**config.mk**
```make
export PLATFORM = sky130hd
export DESIGN_NAME = dhs_top
export DESIGN_NICKNAME = d
export VERILOG_FILES = /design/src/rtl/dhs_pkg.sv /design/src/rtl/dhs_sync.sv /design/src/rtl/dhs_top.sv
export SDC_FILE = /design/constraint.sdc
export NUM_CORES = 1
export LEC_CHECK = 0
export ABC_AREA = 1
export BUFFER_PORTS_ARGS = -buffer_cell sky130_fd_sc_hd__buf_2
export CORE_AREA = 2 2 119 121
export DETAILED_ROUTE_END_ITERATION = 16
export DIE_AREA = 0 0 121 123
export GPL_TIMING_DRIVEN = 0
export HOLD_SLACK_MARGIN = 0.08
export PLACE_DENSITY = 0.59
export SYNTH_ARGS = -nofsm -noshare
export SYNTH_HDL_FRONTEND = slang
export SYNTH_SLANG_ARGS = --single-unit
export TNS_END_PERCENT = 30
```
**constraint.sdc**
```tcl
create_clock -name sys_clk -period 2.4 [get_ports sys_clk]
set_input_delay 0.24 -clock sys_clk [delete_from_list [all_inputs] [get_ports sys_clk]]
set_output_delay 0.24 -clock sys_clk [all_outputs]
set_load 0.03 [all_outputs]
```
**src/rtl/dhs_pkg.sv**
```systemverilog
// package of constants and types for the dog type homing sequencer
// =====================================================================
// Summary of operation
// - home is the first encoder zero point seen after the dog goes from on to off.
// - with no zero pass before the dog-off stop, the axis stops, minor error 120 is raised and homing does not complete.
// - with the z-phase waiver option set, homing completes even without a zero pass before the dog-off stop.
// - if the dog goes off before creep speed is reached, the axis drops straight to creep speed and the next zero point becomes home.
// - a start while the dog is already on is refused with major error 1003.
// - with retry disabled, a new start after a completed return is refused with minor error 115.
// - the return is not finished until the in-position indication is on.
package dhs_pkg;

    // =================================================================
    // register map
    localparam logic [3:0] DHS_ADDR_CTRL = 4'h0;
    localparam logic [3:0] DHS_ADDR_STATUS = 4'h1;
    localparam logic [3:0] DHS_ADDR_ERROR = 4'h2;
    localparam logic [3:0] DHS_ADDR_DECEL = 4'h3;

    // ctrl bit positions
    localparam int DHS_CTRL_START = 0;
    localparam int DHS_CTRL_RETRY = 1;
    localparam int DHS_CTRL_WAIVER = 2;
    localparam int DHS_CTRL_ABORT = 3;

    localparam logic [31:0] DHS_CTRL_RESET = 32'h0000_0000;
    localparam logic [15:0] DHS_DECEL_RESET = 16'h0100;

    // =================================================================
    // error codes
    localparam logic [15:0] DHS_ERR_NONE = 16'h0000;
    localparam logic [15:0] DHS_ERR_NO_ZERO = 16'h0078;
    localparam logic [15:0] DHS_ERR_REPEAT = 16'h0073;
    localparam logic [15:0] DHS_ERR_DOG_ON = 16'h03EB;

    // =================================================================
    // speed command to the drive
    typedef enum logic [1:0] {
        DHS_SPD_STOP = 2'h0,
        DHS_SPD_RETURN = 2'h1,
        DHS_SPD_CREEP = 2'h2
    } dhs_speed_t;

    typedef struct packed {
        logic dog;
        logic zero_pass;
        logic zero_point;
        logic in_position;
    } dhs_servo_in_t;

    typedef struct packed {
        logic busy;
        logic done;
        logic minor_err;
        logic major_err;
    } dhs_status_t;

endpackage : dhs_pkg

```
**src/rtl/dhs_sync.sv**
```systemverilog
// two-flop synchroniser with rise and fall events
`timescale 1ns/1ps
`default_nettype none
module dhs_sync #(
    parameter int WIDTH = 4
) (
    input wire logic sys_clk,              // system clock
    input wire logic rstn,                 // async reset, active low
    input wire logic [WIDTH-1:0] async_in, // raw pins
    output logic [WIDTH-1:0] level,        // synchronised level
    output logic [WIDTH-1:0] rise,         // one-cycle rise event
    output logic [WIDTH-1:0] fall          // one-cycle fall event
);
    logic [WIDTH-1:0] meta;
    logic [WIDTH-1:0] prev;

    // =================================================================
    // meta is read only by level
    always_ff @(posedge sys_clk or negedge rstn)
    begin
        if (!rstn)
        begin
            meta <= '0;
            level <= '0;
            prev <= '0;
        end
        else
        begin
            meta <= async_in;
            level <= meta;
            prev <= level;
        end
    end

    assign rise = level & ~prev;
    assign fall = ~level & prev;
endmodule : dhs_sync
`default_nettype wire

```
**src/rtl/dhs_top.sv**
```systemverilog
// dog type homing sequencer with avalon-mm register slave
//
// The implementer's own choices: the address map and the Avalon-MM interface to the registers.
`timescale 1ns/1ps
`default_nettype none
module dhs_top (
    input wire logic sys_clk,                  // 125 MHz clock
    input wire logic rstn,                     // async reset, active low
    input wire logic [3:0] avs_address,        // word address
    input wire logic avs_read,                 // read strobe
    input wire logic avs_write,                // write strobe
    input wire logic [31:0] avs_writedata,     // write data
    input wire logic [3:0] avs_byteenable,     // byte lanes
    output logic [31:0] avs_readdata,          // read data
    output logic avs_waitrequest,              // stall
    input wire dhs_pkg::dhs_servo_in_t servo_in, // raw servo pins
    input wire logic decel_reached,            // drive at creep speed
    output dhs_pkg::dhs_speed_t speed_cmd,     // speed command
    output logic home_latch,                   // one-cycle home capture
    output dhs_pkg::dhs_status_t status        // status flags
);
    import dhs_pkg::*;

    typedef enum logic [6:0] {
        S_IDLE = 7'b0000001,
        S_FAST = 7'b0000010,
        S_CREEP = 7'b0000100,
        S_STOP_ERR = 7'b0001000,
        S_SEEK_Z = 7'b0010000,
        S_INPOS = 7'b0100000,
        S_DONE = 7'b1000000
    } dhs_state_t;

    dhs_state_t state;
    dhs_state_t next_state;

    // =================================================================
    // input synchronisation
    logic [3:0] sync_lvl;
    logic [3:0] sync_rise;
    logic [3:0] sync_fall;

    dhs_sync #(
        .WIDTH(4)
    ) u_sync (
        .sys_clk(sys_clk),
        .rstn(rstn),
        .async_in(servo_in),
        .level(sync_lvl),
        .rise(sync_rise),
        .fall(sync_fall)
    );

    wire dog_lvl = sync_lvl[3];
    wire dog_fall = sync_fall[3];
    wire zero_pass_flag = sync_lvl[2];
    wire zero_edge = sync_rise[1];
    wire in_position_flag = sync_lvl[0];

    // =================================================================
    // register bus
    logic retry_en;
    logic z_phase_waiver_option;
    logic [15:0] decel_timeout;
    logic [15:0] err_code;
    logic start_pend;
    logic abort_pend;
    logic ack;
    logic homed;
    logic zero_seen;
    logic [15:0] decel_cnt;
    logic minor_err;
    logic major_err;

    wire bus_req = (avs_read | avs_write) & ~ack;
    // a write lands only on the edge where waitrequest is low
    wire wr_hit = avs_write & ack;
    wire rd_hit = avs_read & ~ack;
    wire wr_ctrl = wr_hit & (avs_address == DHS_ADDR_CTRL) & avs_byteenable[0];
    wire wr_decel = wr_hit & (avs_address == DHS_ADDR_DECEL);
    wire rd_err = rd_hit & (avs_address == DHS_ADDR_ERROR);

    function automatic logic [31:0] rd_mux(input logic [3:0] a,
                                           input logic [31:0] ctl,
                                           input logic [31:0] st,
                                           input logic [31:0] er,
                                           input logic [31:0] dc);
        case (a)
            DHS_ADDR_CTRL: rd_mux = ctl;
            DHS_ADDR_STATUS: rd_mux = st;
            DHS_ADDR_ERROR: rd_mux = er;
            DHS_ADDR_DECEL: rd_mux = dc;
            default: rd_mux = 32'h0000_0000;
        endcase
    endfunction : rd_mux

    wire [31:0] ctrl_word = {28'h0000000, 1'b0, z_phase_waiver_option,
                             retry_en, 1'b0};
    wire [31:0] status_word = {25'h0000000, state};
    wire [31:0] err_word = {16'h0000, err_code};
    wire [31:0] decel_word = {16'h0000, decel_timeout};
    wire [31:0] next_readdata = rd_mux(avs_address, ctrl_word, status_word,
                                       err_word, decel_word);

    // one wait cycle per access; unmapped reads give zero, writes drop
    always_ff @(posedge sys_clk or negedge rstn)
    begin
        if (!rstn)
        begin
            ack <= 1'b0;
            avs_waitrequest <= 1'b1;
            avs_readdata <= 32'h0000_0000;
        end
        else
        begin
            ack <= bus_req;
            avs_waitrequest <= ~bus_req;
            avs_readdata <= bus_req ? next_readdata : 32'h0000_0000;
        end
    end

    always_ff @(posedge sys_clk or negedge rstn)
    begin
        if (!rstn)
        begin
            retry_en <= DHS_CTRL_RESET[DHS_CTRL_RETRY];
            z_phase_waiver_option <= DHS_CTRL_RESET[DHS_CTRL_WAIVER];
            decel_timeout <= DHS_DECEL_RESET;
        end
        else
        begin
            if (wr_ctrl)
            begin
                retry_en <= avs_writedata[DHS_CTRL_RETRY];
                z_phase_waiver_option <= avs_writedata[DHS_CTRL_WAIVER];
            end
            if (wr_decel)
                decel_timeout <= avs_writedata[15:0];
        end
    end

    wire start_wr = wr_ctrl & avs_writedata[DHS_CTRL_START];
    wire abort_wr = wr_ctrl & avs_writedata[DHS_CTRL_ABORT];

    // =================================================================
    // sequencer
    wire refuse_dog = dog_lvl;
    wire refuse_rep = homed & ~retry_en;
    wire go = start_pend & ~refuse_dog & ~refuse_rep;
    wire zero_ok = zero_seen | zero_pass_flag | z_phase_waiver_option;
    wire creep_hit = decel_reached | (decel_cnt == 16'h0000);

    always_comb
    begin
        next_state = state;
        unique case (state)
            S_IDLE:
            begin
                if (go)
                    next_state = S_FAST;
            end
            S_FAST:
            begin
                if (abort_pend)
                    next_state = S_IDLE;
                else if (dog_fall)
                    next_state = zero_ok ? S_SEEK_Z : S_STOP_ERR;
                else if (dog_lvl & creep_hit)
                    next_state = S_CREEP;
            end
            S_CREEP:
            begin
                if (abort_pend)
                    next_state = S_IDLE;
                else if (dog_fall)
                    next_state = zero_ok ? S_SEEK_Z : S_STOP_ERR;
            end
            S_STOP_ERR:
                next_state = S_IDLE;
            S_SEEK_Z:
            begin
                if (abort_pend)
                    next_state = S_IDLE;
                else if (zero_edge)
                    next_state = S_INPOS;
            end
            S_INPOS:
            begin
                if (in_position_flag)
                    next_state = S_DONE;
            end
            S_DONE:
                next_state = S_IDLE;
            default:
                next_state = S_IDLE;
        endcase
    end

    always_ff @(posedge sys_clk or negedge rstn)
    begin
        if (!rstn)
            state <= S_IDLE;
        else
            state <= next_state;
    end

    // start is held until the sequencer is idle to take it; abort lasts one cycle
    always_ff @(posedge sys_clk or negedge rstn)
    begin
        if (!rstn)
        begin
            start_pend <= 1'b0;
            abort_pend <= 1'b0;
        end
        else
        begin
            start_pend <= start_wr | (start_pend & (state != S_IDLE));
            abort_pend <= abort_wr;
        end
    end

    // zero pass is remembered from start; the dog-on timer guards creep
    always_ff @(posedge sys_clk or negedge rstn)
    begin
        if (!rstn)
        begin
            zero_seen <= 1'b0;
            decel_cnt <= 16'h0000;
        end
        else if (state == S_IDLE)
        begin
            zero_seen <= 1'b0;
            decel_cnt <= decel_timeout;
        end
        else
        begin
            zero_seen <= zero_seen | zero_edge;
            if (state == S_FAST && dog_lvl && decel_cnt != 16'h0000)
                decel_cnt <= decel_cnt - 16'h0001;
        end
    end

    // errors are sticky; a new event wins over a read clear
    wire set_120 = (next_state == S_STOP_ERR) & (state != S_STOP_ERR);
    wire set_1003 = start_pend & (state == S_IDLE) & refuse_dog;
    wire set_115 = start_pend & (state == S_IDLE) & ~refuse_dog & refuse_rep;

    always_ff @(posedge sys_clk or negedge rstn)
    begin
        if (!rstn)
        begin
            err_code <= DHS_ERR_NONE;
            minor_err <= 1'b0;
            major_err <= 1'b0;
        end
        else if (set_1003)
        begin
            err_code <= DHS_ERR_DOG_ON;
            major_err <= 1'b1;
        end
        else if (set_115)
        begin
            err_code <= DHS_ERR_REPEAT;
            minor_err <= 1'b1;
        end
        else if (set_120)
        begin
            err_code <= DHS_ERR_NO_ZERO;
            minor_err <= 1'b1;
        end
        else if (rd_err)
        begin
            err_code <= DHS_ERR_NONE;
            minor_err <= 1'b0;
            major_err <= 1'b0;
        end
    end

    // =================================================================
    // outputs
    always_ff @(posedge sys_clk or negedge rstn)
    begin
        if (!rstn)
        begin
            speed_cmd <= DHS_SPD_STOP;
            home_latch <= 1'b0;
            homed <= 1'b0;
            status <= '0;
        end
        else
        begin
            unique case (next_state)
                S_FAST: speed_cmd <= DHS_SPD_RETURN;
                S_CREEP: speed_cmd <= DHS_SPD_CREEP;
                // after an early dog-off the axis goes straight to creep to z
                S_SEEK_Z: speed_cmd <= DHS_SPD_CREEP;
                default: speed_cmd <= DHS_SPD_STOP;
            endcase
            home_latch <= (state == S_SEEK_Z) & zero_edge;
            if (state == S_DONE)
                homed <= 1'b1;
            status.busy <= (next_state != S_IDLE) & (next_state != S_DONE);
            status.done <= (next_state == S_DONE) | (status.done & ~go);
            status.minor_err <= minor_err;
            status.major_err <= major_err;
        end
    end
endmodule : dhs_top
`default_nettype wire

```
Word level (Yosys, flattened, before mapping)
Index checks and enable logic that the tools add are counted.
{"block": "word_totals", "regBits": 116, "wordCells": 124, "input_bits": 49}
{"block": "classes", "n_eq_ne": 20, "addsub": 1, "muxes": 27, "bitwise_logic": 40, "n_reduce_logical": 12}
{"op": "16-bit 2-to-1 mux", "count": 6}
{"op": "16-bit case mux with 4 select lines", "count": 1}
{"op": "7-bit 2-to-1 mux", "count": 9}
{"op": "7-bit case mux with 5 select lines", "count": 1}
{"op": "32-bit 2-to-1 mux", "count": 1}
{"op": "1-bit AND", "count": 22}
{"op": "16-bit zero test", "count": 1}
{"op": "16-bit nonzero test", "count": 1}
{"op": "16-bit by 1-bit subtractor with 16-bit output (second input constant)", "count": 1}
{"op": "7-bit by 2-bit == test with 1-bit output (second input constant)", "count": 2}
{"op": "7-bit by 3-bit == test with 1-bit output (second input constant)", "count": 2}
{"op": "7-bit by 5-bit == test with 1-bit output (second input constant)", "count": 2}
{"op": "7-bit == test (second input constant)", "count": 2}
{"op": "7-bit by 1-bit inequality test with 1-bit output (second input constant)", "count": 2}
{"op": "4-bit by 2-bit == test with 1-bit output (second input constant)", "count": 2}
{"op": "7-bit by 1-bit == test with 1-bit output (second input constant)", "count": 1}
{"op": "7-bit by 4-bit == test with 1-bit output (second input constant)", "count": 1}
{"op": "7-bit by 6-bit == test with 1-bit output (second input constant)", "count": 1}
{"op": "1-bit 2-to-1 mux", "count": 7}
{"op": "7-bit by 4-bit inequality test with 1-bit output (second input constant)", "count": 1}
{"op": "7-bit inequality test (second input constant)", "count": 1}
{"op": "1-bit inverter", "count": 7}
{"op": "1-bit OR", "count": 7}
{"op": "5-bit 2-to-1 mux", "count": 1}
{"op": "16 further kinds", "count": 18}

Longest topological paths before layout
{"block": "logic_depth", "word_depth": 12, "mapped_depth": 11}

Modules after synthesis
From an unflattened synthesis, not the netlist that was laid out.
{"block": "hier_totals", "cells_unflattened": 442, "area_unflattened_um2": 4037.6}
{"module": "dhs_top", "seq_area_each_um2": 1930.6, "cells_each": 414, "area_per_inst_um2": 3677.3, "n_inst": 1}
{"module": "dhs_sync", "seq_area_each_um2": 300.3, "cells_each": 28, "area_per_inst_um2": 360.3, "n_inst": 1}

Least setup slack after synthesis
Ideal clock, no wire load.
{"block": "synth_timing", "path_kind": "flip-flop to flip-flop", "startpoint": "register decel_cnt[0]", "endpoint": "register err_code[3]", "setup_ps": 150, "arrival_ps": 1401, "period_less_slack_ps": 1552, "path_buffers": 0, "required_time_ps": 2250, "setup_slack_ps": 848, "path_stages_with_launch": 10, "path_cell_list": "dfrtp_1 -> inv_1 -> ha_1 -> nand2_1 -> nor2_1 -> nand2_1 -> nand2_1 -> nand3_1 -> nand3_1 -> o311ai_0"}
{"block": "synth_via", "elab_chain_cells": 12, "word_cells_on_any_way": 13, "cone_classes": "eq/ne: 1; mux: 7; bitwise: 3; reduce/logical: 2"}
{"item": "start, declared", "line": "dhs_top.sv:71", "text": "logic [15:0] decel_cnt;"}
{"item": "start signal, assigned", "line": "dhs_top.sv:233", "text": "decel_cnt <= decel_timeout;"}
{"item": "start signal, assigned", "line": "dhs_top.sv:239", "text": "decel_cnt <= decel_cnt - 16'h0001;"}
{"item": "16-bit zero test (*)", "line": "dhs_top.sv:151", "text": "wire creep_hit = decel_reached | (decel_cnt == 16'h0000);"}
{"item": "1-bit OR (*)", "line": "dhs_top.sv:151"}
{"item": "1-bit AND (*)", "line": "dhs_top.sv:168", "text": "else if (dog_lvl & creep_hit)"}
{"item": "7-bit 2-to-1 mux (*)", "line": "dhs_top.sv:168"}
{"item": "7-bit 2-to-1 mux (*)", "line": "dhs_top.sv:166", "text": "else if (dog_fall)"}
{"item": "7-bit 2-to-1 mux (*)", "line": "dhs_top.sv:164", "text": "if (abort_pend)"}
{"item": "7-bit case mux with 5 select lines (*)", "line": "dhs_top.sv:156", "text": "unique case (state)"}
{"item": "7-bit by 4-bit == test with 1-bit output (*)", "line": "dhs_top.sv:244", "text": "wire set_120 = (next_state == S_STOP_ERR) & (state != S_STOP_ERR);"}
{"item": "1-bit AND (*)", "line": "dhs_top.sv:244"}
{"item": "16-bit 2-to-1 mux", "line": "dhs_top.sv:266", "text": "else if (set_120)"}
{"item": "16-bit 2-to-1 mux", "line": "dhs_top.sv:261", "text": "else if (set_115)"}
{"item": "16-bit 2-to-1 mux", "line": "dhs_top.sv:256", "text": "else if (set_1003)"}
{"item": "end signal, assigned", "line": "dhs_top.sv:258", "text": "err_code <= DHS_ERR_DOG_ON;"}
{"item": "end signal, assigned", "line": "dhs_top.sv:263", "text": "err_code <= DHS_ERR_REPEAT;"}
{"item": "end signal, assigned", "line": "dhs_top.sv:268", "text": "err_code <= DHS_ERR_NO_ZERO;"}
{"item": "end, declared", "line": "dhs_top.sv:65", "text": "logic [15:0] err_code;"}
Mark *: on every way between the ends. The rest lies on a longest branch, timed or not.
A chain may end at the register's enable or synchronous reset.

Final worst setup path
Ends and elaborated chain as after synthesis.

==> flow_summary.ini <==
[sta]
fin_setup_tns_ns = 0
post-route-period-util_pct = 82.39
fin_crit_ns = 1.977
skew_ns = 0.008898
hold_viol_final = 0
rsz0062_at_grt = no
worst_pin_slew_ns = 0.5329
slew_headroom_pct = 64.10
drv_slew = 0
fmax_mhz = 505.7
setup_viol = 0

[floorplanning]
ios = 89
die_h_um = 123
start_util_pct = 29.45
row_count = 43
core_sq_mm = 0.01361
die_w_um = 121
die-area_sq_mm = 0.01488

[critical_path]
cp-startpoint = decel_cnt[0]$_DFFE_PN0P_
criticalPathCategory = flip-flop to flip-flop
worstPathMaxFanout = 7
arrival_ns = 2.17
crit_top_cell = nand2_1
rr_startpoint = decel_cnt[0]$_DFFE_PN0P_
end_kind = flip-flop
cp_cell_sequence = inv_1, ha_1, nand2_1, nor2_1, nand2_1, nand2_1, nand3_1, nand3_1, o311ai_0
crit_required_ns = 2.59
max_stage_delay_ns = 0.37
slowest_stage = dfrtp_1
crit_path_start_kind = flip-flop

[cts]
htree_num_levels = 3
cts.sinks = 87
cts_tree = built
root_buffer = clkbuf_16
clkTransAtPathRegs_ns = 0.06
cts_made_buffers = 9
cts.path.max_buffers = 2
clkLatencyLatePin_ns = 0.34
post_cts_buffers = 0
cts_resized = 0
cts_hold_buffers = 5

[global_routing]
grt_max_degree = 73
grt_use_total_pct = 13.40
antenna_found_initial = 1
grt-ovfl-total = 0
grt_pass1_wl_mm = 15.31
grt_pass1_vias = 3074

[synth]
synth_edf_count = 0
ys_seq_elements = 87
yosys.cell_types.count = 36
async_flop_share_pct = 100.0
ys_seq_area_share_pct = 54.40
synth_cells = 439
synth_area_sq_mm = 0.004009
synth.top_cells.by_count = 112 x nand2_1, 84 x dfrtp_1, 56 x inv_1
synth_flop_cell = dfrtp_1
yosysWarningCount = 0
yosysMostFrequentCell = nand2_1
synth.top_cell.area_share_pct = 52.43
avgSynthCellArea_sq_um = 9.132
synth_area_leader_cell = dfrtp_1
synth.area.top_cells = dfrtp_1 52%, nand2_1 10%, inv_1 5.2%, nor2_1 3.7%, nand3_1 3.6%

[route]
routedWlPerCell_um = 13.02
vias_per_cell = 4.437
finalWirelength_mm = 9.228
drt.antenna.violating_nets = 0
num_vias = 3146
first_pass_iters = 4
drcViolationCount = 0
drt_iter0_drc = 155

[hold_path]
hold_start = avs_writedata[15]
hp-class = primary input to flip-flop

[final_layout]
antenna_cells = 0
drive_gt1_share_pct = 22.50
syn2layout_area_growth_pct = 23.31
fin_nets = 574

[place]
gp_congestion = 0.8711
dp_hpwl_mm = 7.023
io_buffers = 53

[run]
cap_violations = 0

[power]
p_leak_nw = 2.556
power_w = 0.004263
ir_drop_mv = 0.4154
power_density_mw_per_mm2 = 862.3

[run_status]
status = complete, no violations
## cells by family after synthesis
group	share of synthesized area [%]
other	0.09354
buffers and inverters	9.551
adders and majority gates	0.3121
muxes	4.026
xor gates and xnor gates	2.185
AOI/OAI and AO/OA	6.679
DFF	54.40
and+or+nand+nor	22.75
## placed cells by master, fill, tap and decap left out, types with 2 or more instances in the layout
master / count
nand2_2: 3
mux2_2: 9
mux2_4: 4
bufinv_16: 2
nor2_2: 2
nor3_1: 5
dfrtp_1: 84
o221ai_1: 4
o21ai_0: 11
dfstp_2: 3
nand3_1: 29
o22ai_1: 4
clkbuf_1: 2
clkbuf_16: 9
xor2_1: 3
a21oi_1: 8
buf_2: 54
nand4_1: 5
nor2_1: 40
inv_1: 56
conb_1: 16
nor2_4: 2
buf_6: 2
nand2_1: 112
inv_2: 3
o211ai_1: 11
clkinv_2: 3
nor4_1: 2
dlygate4sd3_1: 5
xnor2_1: 7
nand3_4: 2
buf_4: 17
## registers in the layout, summed over array words and instances (netlist names)
signal / cells
decel_cnt: 16
retry_en: 1
state: 7
avs_waitrequest: 1
homed: 1
z_phase_waiver_option: 1
minor_err: 1
zero_seen: 1
home_latch: 1
status: 4
decel_timeout: 16
u_sync.prev: 2
major_err: 1
start_pend: 1
speed_cmd: 2
avs_readdata: 16
ack: 1
u_sync.level: 4
u_sync.meta: 4
abort_pend: 1
err_code: 5
## worst paths after layout
check                                                 to  slack [ns]  cells after the start
min in group asynchronous  decel_timeout[14]$_DFFE_PN0P_        0.29                      2
hold reg to reg                u_sync.level[3]$_DFF_PN0_        0.35                      0
setup reg to reg                 err_code[3]$_DFFE_PN0P_        0.42                      9
max in group asynchronous             state[0]$_DFF_PN1_        1.46                      3
setup / recovery                 err_code[3]$_DFFE_PN0P_        0.42                      9
hold / removal             decel_timeout[15]$_DFFE_PN0P_        0.13                      2
## power breakdown
group / switching (W) / total [W] / internal, W
Combinational: 0.000580 / 0.000931 / 0.000350
Sequential: 0.000179 / 0.00187 / 0.00170
Clock: 0.000552 / 0.00146 / 0.000907
Total: 0.00131 / 0.00426 / 0.00295
## through the flow
| stage | cells | setup slack (ns) | util, % | instance area [sq um] | hold slack (ns) |
|---|---|---|---|---|---|
| after detailed placement | 688 | 0.4663 | 33.69 | 4586 | 0.1134 |
| after floorplan | 454 | 0.8482 | - | 4065 | -0.05559 |
| after CTS | 709 | 0.4387 | 36.32 | 4943 | 0.1168 |
| after global routing | 709 | 0.2255 | 36.32 | 4943 | 0.1164 |
| final | 709 | 0.4226 | 36.32 | 4943 | 0.1289 |
| after global placement | 687 | 0.3718 | 33.47 | 4556 | 0.3326 |
## layout make-up
type                            instances  area (sq um)
Buffer                                 20         152.6
Clock buffer                           11         232.7
Inverter                               60         230.2
Clock inverter                          5         75.07
Multi-Input combinational cell        287          1501
Timing Repair Buffer                   59         345.3
Sequential cell                        87          2181
Tap cell                              180         225.2
Fill cell                            1388          8668
## worst max-delay path: cells and delay by family (launching register included)
kind | cells | cell delay, ns
compound gates | 1 | 0.18
buf+inv | 1 | 0.15
simple gates | 6 | 0.90
fa+ha+maj | 1 | 0.22
flops | 1 | 0.37
## per-layer routing
metal	GRT usage [%]	vias up	share of wire [%]
met2	20.15	80	44
met1	18.19	1508	48
li1	-	1546	-
met3	4.982	12	6.7
met5	0	-	0
met4	3.634	0	1.5
No activity file was read; power rests on OpenSTA's default activity.
